==> src/jnac_regs.vh <==
`ifndef JNAC_REGS_VH
`define JNAC_REGS_VH
// register byte offsets
`define JNAC_OFF_CTRL      12'h000
`define JNAC_OFF_STATUS    12'h004
`define JNAC_OFF_CFG       12'h008
`define JNAC_OFF_NAME_LO   12'h00C
`define JNAC_OFF_NAME_HI   12'h010
`define JNAC_OFF_RXMSG     12'h014
`define JNAC_OFF_RXNAME_LO 12'h018
`define JNAC_OFF_RXNAME_HI 12'h01C
`define JNAC_OFF_NVADDR    12'h020
`define JNAC_OFF_BULK      12'h024
// cfg fields
`define JNAC_CFG_ADDR_LSB  0
`define JNAC_CFG_INST_LSB  8
`define JNAC_CFG_SLEW_BIT  11
// rx message fields
`define JNAC_RX_SA_LSB     0
`define JNAC_RX_KIND_LSB   8
// rx kinds
`define JNAC_KIND_CLAIM    2'd1
`define JNAC_KIND_REQUEST  2'd2
`define JNAC_KIND_COMMAND  2'd3
// name constants
`define JNAC_FUNC_CODE     8'd66
`define JNAC_FUNC_INST     5'd14
`define JNAC_AAC           1'b1
// parameter group numbers
`define JNAC_PGN_CLAIM     18'd60928
`define JNAC_PGN_REQUEST   18'd59904
`define JNAC_PGN_COMMAND   18'd65240
// reset values and address limits
`define JNAC_ADDR_RST      8'd151
`define JNAC_ADDR_MAX      8'd253
`define JNAC_ADDR_NULL     8'd254
`define JNAC_INST_RST      3'd0
// claim wait: 250 ms at 125 MHz
`define JNAC_CLAIM_WAIT_MS 250
`define JNAC_CLK_KHZ       125000
`endif

==> src/jnac_claim.v <==
// Chosen here: the register offsets and the APB slave port.
`timescale 1ns/100ps
`include "jnac_regs.vh"
// Functional notes
// - claim address before any application traffic
// - fixed name fields, aac one, func 66/14
// - 21-bit identity from unique id, read-only
// - programmable 3-bit ecu instance, default 0
// - address default 151, range 0 to 253
// - change address on loss or command
// - store changed address to non-volatile memory
// - 250k units select slew, slow default
// - faster units force fast slew
// - serve memory access setpoint reads, writes
// - reset function blocks after setpoint change
// - identity change reruns claim, new name
// - bulk transfer skips identity, read-only settings
// - send claims, answer requests, accept commands
module jnac_claim #(
    parameter [1:0]  BAUD_SEL   = 2'd0,   // 0: 250k, 1: 500k, 2: 1M
    parameter [10:0] MAKER      = 11'd5,  // arbitrary value
    parameter [20:0] UNIQUE_ID  = 21'h0_1234,
    parameter        CLAIM_WAIT = `JNAC_CLAIM_WAIT_MS * (`JNAC_CLK_KHZ)
) (
    input  wire        CLK,
    input  wire        RESETN,
    input  wire        PSEL,
    input  wire        PENABLE,
    input  wire        PWRITE,
    input  wire [11:0] PADDR,
    input  wire [31:0] PWDATA,
    output reg  [31:0] PRDATA,
    output reg         PREADY,
    output reg         PSLVERR,
    output reg         TX_CLAIM,
    output reg  [7:0]  TX_SA,
    output reg  [17:0] TX_PGN,
    output reg         APP_ENABLE,
    output reg         FB_RESET,
    output reg         NV_WRITE,
    output reg  [7:0]  NV_ADDR,
    output reg         SLEW_FAST
);

    localparam ST_IDLE  = 2'd0;
    localparam ST_SEND  = 2'd1;
    localparam ST_WAIT  = 2'd2;
    localparam ST_OK    = 2'd3;

    reg  [1:0]  state;
    reg  [31:0] wait_cnt;
    reg  [7:0]  addr;
    reg  [2:0]  ecu_inst;
    reg         slew_sel;
    reg         bulk;
    reg         failed;
    reg  [9:0]  rx_msg;
    reg  [63:0] rx_name;
    reg         rx_go;
    reg         restart;
    wire [63:0] name;
    wire        wr = PSEL & PENABLE & PWRITE & PREADY;
    wire        rd_setup = PSEL & ~PENABLE;
    wire        high_baud = (BAUD_SEL != 2'd0);
    wire [7:0]  rx_sa = rx_msg[`JNAC_RX_SA_LSB +: 8];
    wire [1:0]  rx_kind = rx_msg[`JNAC_RX_KIND_LSB +: 2];
    wire        cfg_hit = wr & (PADDR == `JNAC_OFF_CFG);
    wire        in_range = (PWDATA[7:0] <= `JNAC_ADDR_MAX);

    // identity number is a fixed strap, no write path exists
    jnac_name #(
        .MAKER    (MAKER)
    ) u_name (
        .identity (UNIQUE_ID),
        .ecu_inst (ecu_inst),
        .name     (name)
    );

    // apb slave: no wait states, unmapped gives error
    always @(posedge CLK) begin
        if (!RESETN) begin
            PREADY  <= 1'b0;
            PSLVERR <= 1'b0;
            PRDATA  <= 32'h0000_0000;
        end else begin
            PREADY  <= rd_setup;
            PSLVERR <= 1'b0;
            if (rd_setup) begin
                case (PADDR)
                    `JNAC_OFF_CTRL:      PRDATA <= 32'h0000_0000;
                    `JNAC_OFF_STATUS:    PRDATA <= {28'h000_0000, failed, APP_ENABLE, state};
                    `JNAC_OFF_CFG:       PRDATA <= {20'h0_0000, slew_sel, ecu_inst, addr};
                    `JNAC_OFF_NAME_LO:   PRDATA <= name[31:0];
                    `JNAC_OFF_NAME_HI:   PRDATA <= name[63:32];
                    `JNAC_OFF_RXMSG:     PRDATA <= {22'h00_0000, rx_msg};
                    `JNAC_OFF_RXNAME_LO: PRDATA <= rx_name[31:0];
                    `JNAC_OFF_RXNAME_HI: PRDATA <= rx_name[63:32];
                    `JNAC_OFF_NVADDR:    PRDATA <= {24'h00_0000, NV_ADDR};
                    `JNAC_OFF_BULK:      PRDATA <= {31'h0000_0000, bulk};
                    default: begin
                        PRDATA  <= 32'h0000_0000;
                        PSLVERR <= 1'b1;
                    end
                endcase
            end
        end
    end

    // setpoint registers; software is the memory-access server's back end
    always @(posedge CLK) begin
        if (!RESETN) begin
            ecu_inst <= `JNAC_INST_RST;
            slew_sel <= 1'b0;           // slow default
            bulk     <= 1'b0;
            rx_msg   <= 10'd0;
            rx_name  <= 64'h0000_0000_0000_0000;
            rx_go    <= 1'b0;
            restart  <= 1'b0;
        end else begin
            rx_go   <= 1'b0;
            restart <= 1'b0;
            if (wr && PADDR == `JNAC_OFF_BULK)
                bulk <= PWDATA[0];
            if (wr && PADDR == `JNAC_OFF_RXNAME_LO)
                rx_name[31:0] <= PWDATA;
            if (wr && PADDR == `JNAC_OFF_RXNAME_HI)
                rx_name[63:32] <= PWDATA;
            if (wr && PADDR == `JNAC_OFF_RXMSG) begin
                rx_msg <= PWDATA[9:0];
                rx_go  <= 1'b1;
            end
            if (wr && PADDR == `JNAC_OFF_CTRL && PWDATA[0])
                restart <= 1'b1;
            // identity fields are locked during bulk transfer
            if (cfg_hit && !bulk) begin
                slew_sel <= PWDATA[`JNAC_CFG_SLEW_BIT] & ~high_baud;
                if (PWDATA[`JNAC_CFG_INST_LSB +: 3] != ecu_inst)
                    restart <= 1'b1; // new name needs a new claim
                ecu_inst <= PWDATA[`JNAC_CFG_INST_LSB +: 3];
            end else if (cfg_hit) begin
                slew_sel <= PWDATA[`JNAC_CFG_SLEW_BIT] & ~high_baud;
            end
        end
    end

    // claim state machine, address and nv storage
    always @(posedge CLK) begin
        if (!RESETN) begin
            state      <= ST_IDLE;
            wait_cnt   <= 32'd0;
            addr       <= `JNAC_ADDR_RST;
            failed     <= 1'b0;
            TX_CLAIM   <= 1'b0;
            TX_SA      <= 8'd0;
            TX_PGN     <= 18'd0;
            APP_ENABLE <= 1'b0;
            FB_RESET   <= 1'b0;
            NV_WRITE   <= 1'b0;
            NV_ADDR    <= `JNAC_ADDR_RST;
            SLEW_FAST  <= 1'b0;
        end else begin
            TX_CLAIM  <= 1'b0;
            NV_WRITE  <= 1'b0;
            FB_RESET  <= cfg_hit; // every setpoint write resets blocks
            SLEW_FAST <= high_baud | slew_sel;
            // address written by software is a setpoint change
            if (cfg_hit && !bulk && in_range && PWDATA[7:0] != addr) begin
                addr     <= PWDATA[7:0];
                NV_WRITE <= 1'b1;
                NV_ADDR  <= PWDATA[7:0];
                state    <= ST_IDLE;
                APP_ENABLE <= 1'b0;
            end else if (restart) begin
                state      <= ST_IDLE;
                APP_ENABLE <= 1'b0;
            end else if (rx_go && rx_kind == `JNAC_KIND_COMMAND
                         && rx_sa <= `JNAC_ADDR_MAX) begin
                addr       <= rx_sa; // commanded address
                NV_WRITE   <= 1'b1;
                NV_ADDR    <= rx_sa;
                state      <= ST_IDLE;
                APP_ENABLE <= 1'b0;
            end else if (rx_go && rx_kind == `JNAC_KIND_REQUEST) begin
                TX_CLAIM <= 1'b1; // answer request for claim
                TX_SA    <= failed ? `JNAC_ADDR_NULL : addr;
                TX_PGN   <= `JNAC_PGN_CLAIM;
            end else if (rx_go && rx_kind == `JNAC_KIND_CLAIM && rx_sa == addr
                         && !failed) begin
                if (rx_name < name) begin
                    // lost: move up to next address, give up when already at address 253
                    APP_ENABLE <= 1'b0;
                    if (addr == `JNAC_ADDR_MAX) begin
                        failed   <= 1'b1;
                        TX_CLAIM <= 1'b1; // cannot-claim notice
                        TX_SA    <= `JNAC_ADDR_NULL;
                        TX_PGN   <= `JNAC_PGN_CLAIM;
                        state    <= ST_OK;
                    end else begin
                        addr     <= addr + 8'd1;
                        NV_WRITE <= 1'b1;
                        NV_ADDR  <= addr + 8'd1;
                        state    <= ST_IDLE;
                    end
                end else begin
                    TX_CLAIM <= 1'b1; // we win, defend the address
                    TX_SA    <= addr;
                    TX_PGN   <= `JNAC_PGN_CLAIM;
                end
            end else begin
                case (state)
                    ST_IDLE: begin
                        failed <= 1'b0;
                        state  <= ST_SEND;
                    end
                    ST_SEND: begin
                        TX_CLAIM <= 1'b1;
                        TX_SA    <= addr;
                        TX_PGN   <= `JNAC_PGN_CLAIM;
                        wait_cnt <= 32'd0;
                        state    <= ST_WAIT;
                    end
                    ST_WAIT: begin
                        // no application traffic until contention window passes
                        if (wait_cnt >= CLAIM_WAIT - 1) begin
                            APP_ENABLE <= 1'b1;
                            state      <= ST_OK;
                        end else begin
                            wait_cnt <= wait_cnt + 32'd1;
                        end
                    end
                    ST_OK: begin
                        state <= ST_OK;
                    end
                    default: state <= ST_IDLE;
                endcase
            end
        end
    end
endmodule

==> src/jnac_name.v <==
`timescale 1ns/100ps
// assembles the 64-bit network identity from fixed and programmable fields
module jnac_name #(
    parameter MAKER = 11'd5
) (
    input  wire [20:0] identity,
    input  wire [2:0]  ecu_inst,
    output wire [63:0] name
);
`include "jnac_regs.vh"
    // msb first: aac, industry, vsys inst, vsys, reserved, func, inst, ecu, maker, id
    assign name = {`JNAC_AAC, 3'd0, 4'd0, 7'd0, 1'b0, `JNAC_FUNC_CODE,
                   `JNAC_FUNC_INST, ecu_inst, MAKER, identity};
endmodule

==> config.mk <==
export PLATFORM = sky130hd
export DESIGN_NAME = jnac_claim
export DESIGN_NICKNAME = d
export VERILOG_FILES = /design/src/jnac_claim.v /design/src/jnac_name.v
export VERILOG_INCLUDE_DIRS = /design/src
export SDC_FILE = /design/constraint.sdc
export NUM_CORES = 1
export LEC_CHECK = 0
export BUFFER_PORTS_ARGS = -buffer_cell sky130_fd_sc_hd__buf_2
export CAP_MARGIN = 20
export CORE_UTILIZATION = 30
export CTS_CLUSTER_DIAMETER = 50
export DETAILED_ROUTE_END_ITERATION = 8
export SYNTH_ARGS = -nofsm -noshare
export SYNTH_HDL_FRONTEND = slang
export SYNTH_SLANG_ARGS = --single-unit
==> constraint.sdc <==
create_clock -name CLK -period 2.6 [get_ports CLK]
set_clock_uncertainty 0.15 [all_clocks]
set_input_delay 0.13 -clock CLK [delete_from_list [all_inputs] [get_ports CLK]]
set_output_delay 0.13 -clock CLK [all_outputs]
set_load 0.01 [all_outputs]
# Word level (Yosys, flattened, before mapping)
# Cells that the tools add are included.
[word_totals] ff_bits=189 inputBits=49 elab_cells=156
[op_classes] n_addsub=2 n_lt_le_gt_ge=4 n_eq_ne=27 muxes=53 bitwise=12 reduce_logical=36
[op_table] cell="case mux 32 bit (9 select lines)" count=1
[op_table] cell="2-to-1 mux 8 bit" count=13
[op_table] cell="2-to-1 mux 18 bit" count=5
[op_table] cell="< comparator 64 bit" count=1
[op_table] cell="case mux 32 bit (2 select lines)" count=1
[op_table] cell="== test 12 x 5 -> 1 bit (second input constant)" count=4
[op_table] cell="adder 32 x 1 -> 32 bit (second input constant)" count=1
[op_table] cell="greater-or-equal comparator 32 x 25 -> 1 bit (second input constant)" count=1
[op_table] cell="2-to-1 mux 32 bit" count=1
[op_table] cell="2-to-1 mux 1 bit" count=27
[op_table] cell="== test 12 x 4 -> 1 bit (second input constant)" count=2
[op_table] cell="== test 12 x 6 -> 1 bit (second input constant)" count=2
[op_table] cell="less-or-equal comparator 8 bit (second input constant)" count=2
[op_table] cell="logical AND 1 bit" count=15
[op_table] cell="AND reduction 7 bit" count=2
[op_table] cell="== test 12 x 3 -> 1 bit (second input constant)" count=1
[op_table] cell="logical NOT 12 bit" count=1
[op_table] cell="AND reduction 5 bit" count=2
[op_table] cell="nonzero test 2 bit" count=5
[op_table] cell="OR reduction 10 bit" count=1
[op_table] cell="!= test 3 bit (second input constant)" count=3
[op_table] cell="nonzero test 3 bit" count=3
[op_table] cell="adder 8 x 1 -> 8 bit (second input constant)" count=1
[op_table] cell="== test 2 bit (second input constant)" count=4
[op_table] cell="18 further kinds" count=35

# Logic depth before layout (Yosys ltp)
[logic_depth] word_depth=9 ltp_mapped=10 ltp_nobuf=9

# Hierarchy
# Synthesis repeated with hierarchy kept, for this count alone.
[hier_totals] cells_unflattened=1330 area_unflattened_um2=10661.5
[modules_own_cells] module="jnac_claim" n_inst=1 cells_per_inst=1264 area_per_inst_um2=10173.5 seq_area_each_um2=3443.3
[modules_own_cells] module="jnac_name" n_inst=1 cells_per_inst=66 area_per_inst_um2=488.0 seq_area_each_um2=0.0

# Worst setup path after synthesis
# OpenSTA, ideal clock, no wires.
[synth_path] path_type="reg-to-reg" from="register ecu_inst[2]" to="register TX_SA[6]" setup_ps=119 arrival_time_ps=2374 required_time_ps=2331 setup_slack_ps=-43 stages_incl_launch_ff=10 n_path_buf=0 synth_period_minus_slack_ps=2643 cell_sequence="dfxtp_1 inv_1 ha_1 nand4b_1 or3_1 or4_4 a41oi_4 or3_1 o211ai_4 o221a_2"
[synth_between] elab_chain_len=4 word_cells_on_any_way=6
[synth_rtl] element="start, declared" line="jnac_claim.v:53" source="reg [2:0] ecu_inst;"
[synth_rtl] element="start signal, assigned" line="jnac_claim.v:112" source="ecu_inst <= `JNAC_INST_RST;"
[synth_rtl] element="start signal, assigned" line="jnac_claim.v:139" source="ecu_inst <= PWDATA[`JNAC_CFG_INST_LSB +: 3];"
[synth_rtl] element="< comparator 64 bit *" line="jnac_claim.v:189" source="if (rx_name < name) begin"
[synth_rtl] element="parallel branches: the longest is 3 deep, another holds AND reduction 5 bit"
[synth_rtl] element="end signal, assigned" line="jnac_claim.v:185" source="TX_SA <= failed ? `JNAC_ADDR_NULL : addr;"
[synth_rtl] element="end signal, assigned" line="jnac_claim.v:195" source="TX_SA <= `JNAC_ADDR_NULL;"
[synth_rtl] element="end signal, assigned" line="jnac_claim.v:206" source="TX_SA <= addr;"
[synth_rtl] element="end, declared" line="jnac_claim.v:36" source="output reg [7:0] TX_SA,"
# Every way passes the cells marked *.
# A chain may end at the register's enable or synchronous reset.

# Final worst setup path
[layout_path] from="register ecu_inst[1]" to="register addr[5]"
[layout_between] elab_chain_len=3
[layout_rtl] element="< comparator 64 bit" line="jnac_claim.v:189"
[layout_rtl] element="nonzero test 3 bit (no source line)"
[layout_rtl] element="AND reduction 5 bit (no source line)"
[layout_rtl] element="end signal, assigned" line="jnac_claim.v:168" source="addr <= PWDATA[7:0];"
[layout_rtl] element="end signal, assigned" line="jnac_claim.v:178" source="addr <= rx_sa;"
[layout_rtl] element="end signal, assigned" line="jnac_claim.v:199" source="addr <= addr + 8'd1;"
[layout_rtl] element="end, declared" line="jnac_claim.v:52" source="reg [7:0] addr;"
# No other way between the ends.

==> metrics.md <==
| Metric | Value |
|---|---|
| Dpl ws | `-0.0822 ns` |
| CP Capture Type | `flip-flop` |
| Mux cell area share after synthesis | `between 1.5 and 2%` |
| Critical Path Max Stage Delay | `approximately 0.43 ns` |
| Placed cell area | `just under 10,000 sq um` |
| Register area | `between 3000 and 4000 sq um` |
| Routed Wire Length | `between 20 and 30 mm` |
| Status | `finished with violations` |
| Worst r2r src | `ecu_inst[1]` |
| Hold slack | `0.0224 ns` |
| Drt pass-1 iters | `7` |
| Tightest Pin Transition | `0.749 ns` |
| Via Count | `roughly 7.8k` |
| Hold Vio Cnt, Final | `0` |
| Post-Syn Area per Cell | `~8.6 sq um` |
| CP max FO | `8` |
| Clock buffer count from CTS | `17` |
| Synth Area in Adders | `less than 1%` |
| Initial antenna violation count | `0` |
| Synth warnings | `0` |
| Multi-input gate area | `roughly 5000 sq um` |
| Maximum VDD drop | `between 0.4 and 0.5 mV` |
| Reg2reg path depth | `10` |
| CP delay by family, top | `simple AND/OR/NAND/NOR gates` |
| LEAKAGE | `approximately 4 nW` |
| Number of synthesized flops with an enable pin | `0` |
| Largest family of logic cells by synthesized area | `simple AND/OR/NAND/NOR gates` |
| DR vias/cell | `just over 5` |
| IO Count | `122` |
| Layout cells sized above 1 | `approximately a quarter` |
| Worst Min Path Start | `PADDR[3]` |
| Antenna cells | `0` |
| DP HPWL | `17.2 mm` |
| Largest net degree at the start of global routing | `82` |
| Fin crit share | `103%` |
| Fin area | `~11,000 sq um` |
| Mapped cell area | `between 8000 and 9000 sq um` |
| Post-synthesis simple-gate area fraction | `between 20 and 30%` |
| CTS max path bufs | `2` |
| Final worst slack | `-0.0655 ns` |
| Hold WC Path Type | `in2reg` |
| Clk_lat worst skew | `around 0.43 ns` |
| Core area | `about 28,000 sq um` |
| Final setup vio count | `13` |
| Die area | `29,100 sq um` |
| Failing checks | `setup timing` |
| Worst r2r dst | `addr[5]` |
| Crit path cell chain | `inv_2 > ha_4 > nand4b_1 > or3_1 > or4_4 > a41oi_4 > o31ai_4 > buf_12 > buf_16 > o211a_1` |
| Pwr dens | `between 500 and 600 nW/um^2` |
| Utilization after layout | `between 30 and 40%` |
| RSZ-0062 raised after global routing | `true` |
| WP data required | `2.78 ns` |
| Upper clock frequency limit | `375 MHz` |
| Clock Tree Root | `clkbuf_16` |
| Post-synthesis compound-gate area fraction | `roughly a fifth` |
| Detail Route Antenna Nets | `0` |
| # port buffers | `109` |
| Hold path depth | `3` |
| Final Max Slew Viols | `0` |
| Die Wd | `about 170 microns` |
| Die Height | `roughly 170 microns` |
| Fill cells | `between 2k and 3k` |
| Seq/Total Area, Yosys | `between 40 and 50%` |
| DRC Markers | `0` |
| # rows | `between 60 and 70` |
| RePlAce Congestion | `0.845` |
| Max cap viols | `0` |
| CP arrival | `between 2 and 3 ns` |
| Global Route Usage Sum | `~17%` |
| Setup CP Type | `reg2reg` |
| CTS tree | `built` |
| Main flop type after synthesis | `dfxtp_1` |
| TNS Setup | `-0.477 ns` |
| Clk sink count | `between 150 and 200` |
| Drt first-iter violations | `between 600 and 700` |
| Starting density of the core | `~30%` |
| Mapped Cells | `approximately 990` |
| Vias in the first global route | `~7.2k` |
| Critical path startpoint category | `flip-flop` |
| Area growth from synthesis to layout | `30.3%` |
| Clock-pin slew on the worst setup and hold paths | `~0.07 ns` |
| Post-synthesis xor/xnor area fraction | `approximately 4.7%` |
| Number of buffer and inverter stages on the critical path | `3` |
| First-pass GRT wire length | `39.8 mm` |
| Number of distinct library cells after synthesis | `75` |
| Ys async rst share | `0%` |
| WL/cell | `between 15 and 20 microns` |
| Final #Nets | `about 1.2k` |
| CP max-delay cell | `or4_4` |
| H-tree depth | `4` |
| Hold endpoint | `PSLVERR` |
| Slew Limit Headroom | `50.1%` |
| Final min period | `roughly 2.7 ns` |
| Congestion Overflow GR | `0` |
| Slack of the worst reg-to-reg path | `-0.07 ns` |
| #FFs+latches synth | `between 150 and 200` |
state kept, by name, indices dropped and copies added, names as in the netlist, 2 cells and up:
register and cells:
ecu_inst 3, rx_msg 10, state 2, TX_SA 8, addr 8, wait_cnt 32
PRDATA 32, rx_name 64
worst max-delay path by stage:
stage | from | endpoint | slack [ns] | depth (start not counted)
3_5_place_dp | ecu_inst[2] | TX_SA[6] | -0.08 | 9
2_1_floorplan | ecu_inst[1] | TX_SA[6] | 0.02 | 9
3_3_place_gp | ecu_inst[2] | TX_SA[1] | -0.04 | 9
6_report | ecu_inst[1] | addr[5] | -0.07 | 10
5_1_grt | ecu_inst[1] | TX_SA[2] | -0.13 | 9
4_1_cts | ecu_inst[2] | TX_SA[4] | -0.07 | 9
cells in the final DEF, fill, tap and decap left out, drive strengths merged, types with 4 or more instances in the layout:
cell type	instances
a31oi	16
a22oi	26
o211a	5
inv	19
or4	4
o21ai	36
clkinv	6
a21boi	72
and4	4
a21oi	29
and3	6
conb	12
nor2b	23
clkbuf	18
xor2	19
o211ai	5
nor4	25
ha	6
dlygate4sd3	33
o221a	7
nand4	12
buf	199
and2	30
nor3	27
a211oi	8
xnor2	27
dfxtp	172
nor3b	6
a222oi	9
nand2	182
o31ai	5
nand3	24
a221oi	5
mux2i	15
or3	6
nor2	51
synth_stat cells (12+ instances only):
library cell	n	area share (%)
a21boi_0	68	6.0
a21oi_1	29	1.7
buf_4	19	1.7
nand3_1	24	1.4
a31oi_1	16	1.2
mux2i_1	15	1.8
inv_1	16	0.71
a22oi_1	26	2.3
and2_1	29	2.1
xor2_1	19	2.0
nor2_1	50	2.2
nor2b_1	23	1.7
dfxtp_1	172	40
clkbuf_1	43	1.9
nor3_1	23	1.4
buf_2	12	0.71
o21ai_0	33	1.9
nand2_1	181	8.0
xnor2_1	27	2.8
cells by family after synthesis:
| family | Yosys count |
|---|---|
| muxes | 15 |
| buffers and inverters | 96 |
| other | 1 |
| and+or+nand+nor | 412 |
| adders and majority gates | 6 |
| DFF | 172 |
| xor gates and xnor gates | 46 |
| AOI/OAI and AO/OA | 239 |
stage by stage:
| stage | instances | power, mW |
|---|---|---|
| floorplan | 998 | 2.96 |
| global placement | 1486 | 3.10 |
| detailed placement | 1486 | 3.10 |
| CTS | 1556 | 5.69 |
| global route | 1561 | 5.86 |
| finish | 1561 | 5.66 |
metal layers:
layer	vias up	global-route usage (%)	share of wire, %
met5	-	0	0
met4	0	3.80	1.1
met1	3769	23.7	47
met3	18	3.53	5.5
li1	3833	-	-
met2	226	28.4	47
timing repair:
item	CTS	global route
buffers inserted	4	4
pin swaps	12	24
gates cloned	1	1
gates resized for setup	16	25
hold buffers	33	0
endpoints found under the setup margin	26	43
hold endpoints to repair	79	0
area by class of cell:
| type | instances | share of cell area [%] |
|---|---|---|
| inverters | 16 | 0.541 |
| flip-flops and latches | 172 | 31.1 |
| clock buffers | 18 | 3.96 |
| clock inverters | 14 | 1.29 |
| repair buffers | 232 | 15.0 |
| multi-input cells | 731 | 43.8 |
| well taps | 378 | 4.26 |
where the power goes:
part	internal (mW)	switching (mW)
combinational	0.185	0.218
sequential	2.67	0.0268
clock	1.44	1.12
worst register-to-register path, stage by stage (launching register included):
cell and delay [ns]:
dfxtp_2 0.34, inv_2 0.05, ha_4 0.25, nand4b_1 0.08, or3_1 0.31, or4_4 0.43, a41oi_4 0.32, o31ai_4 0.15
buf_12 0.15, buf_16 0.13, o211a_1 0.19
(Power assumes the default switching activity.)
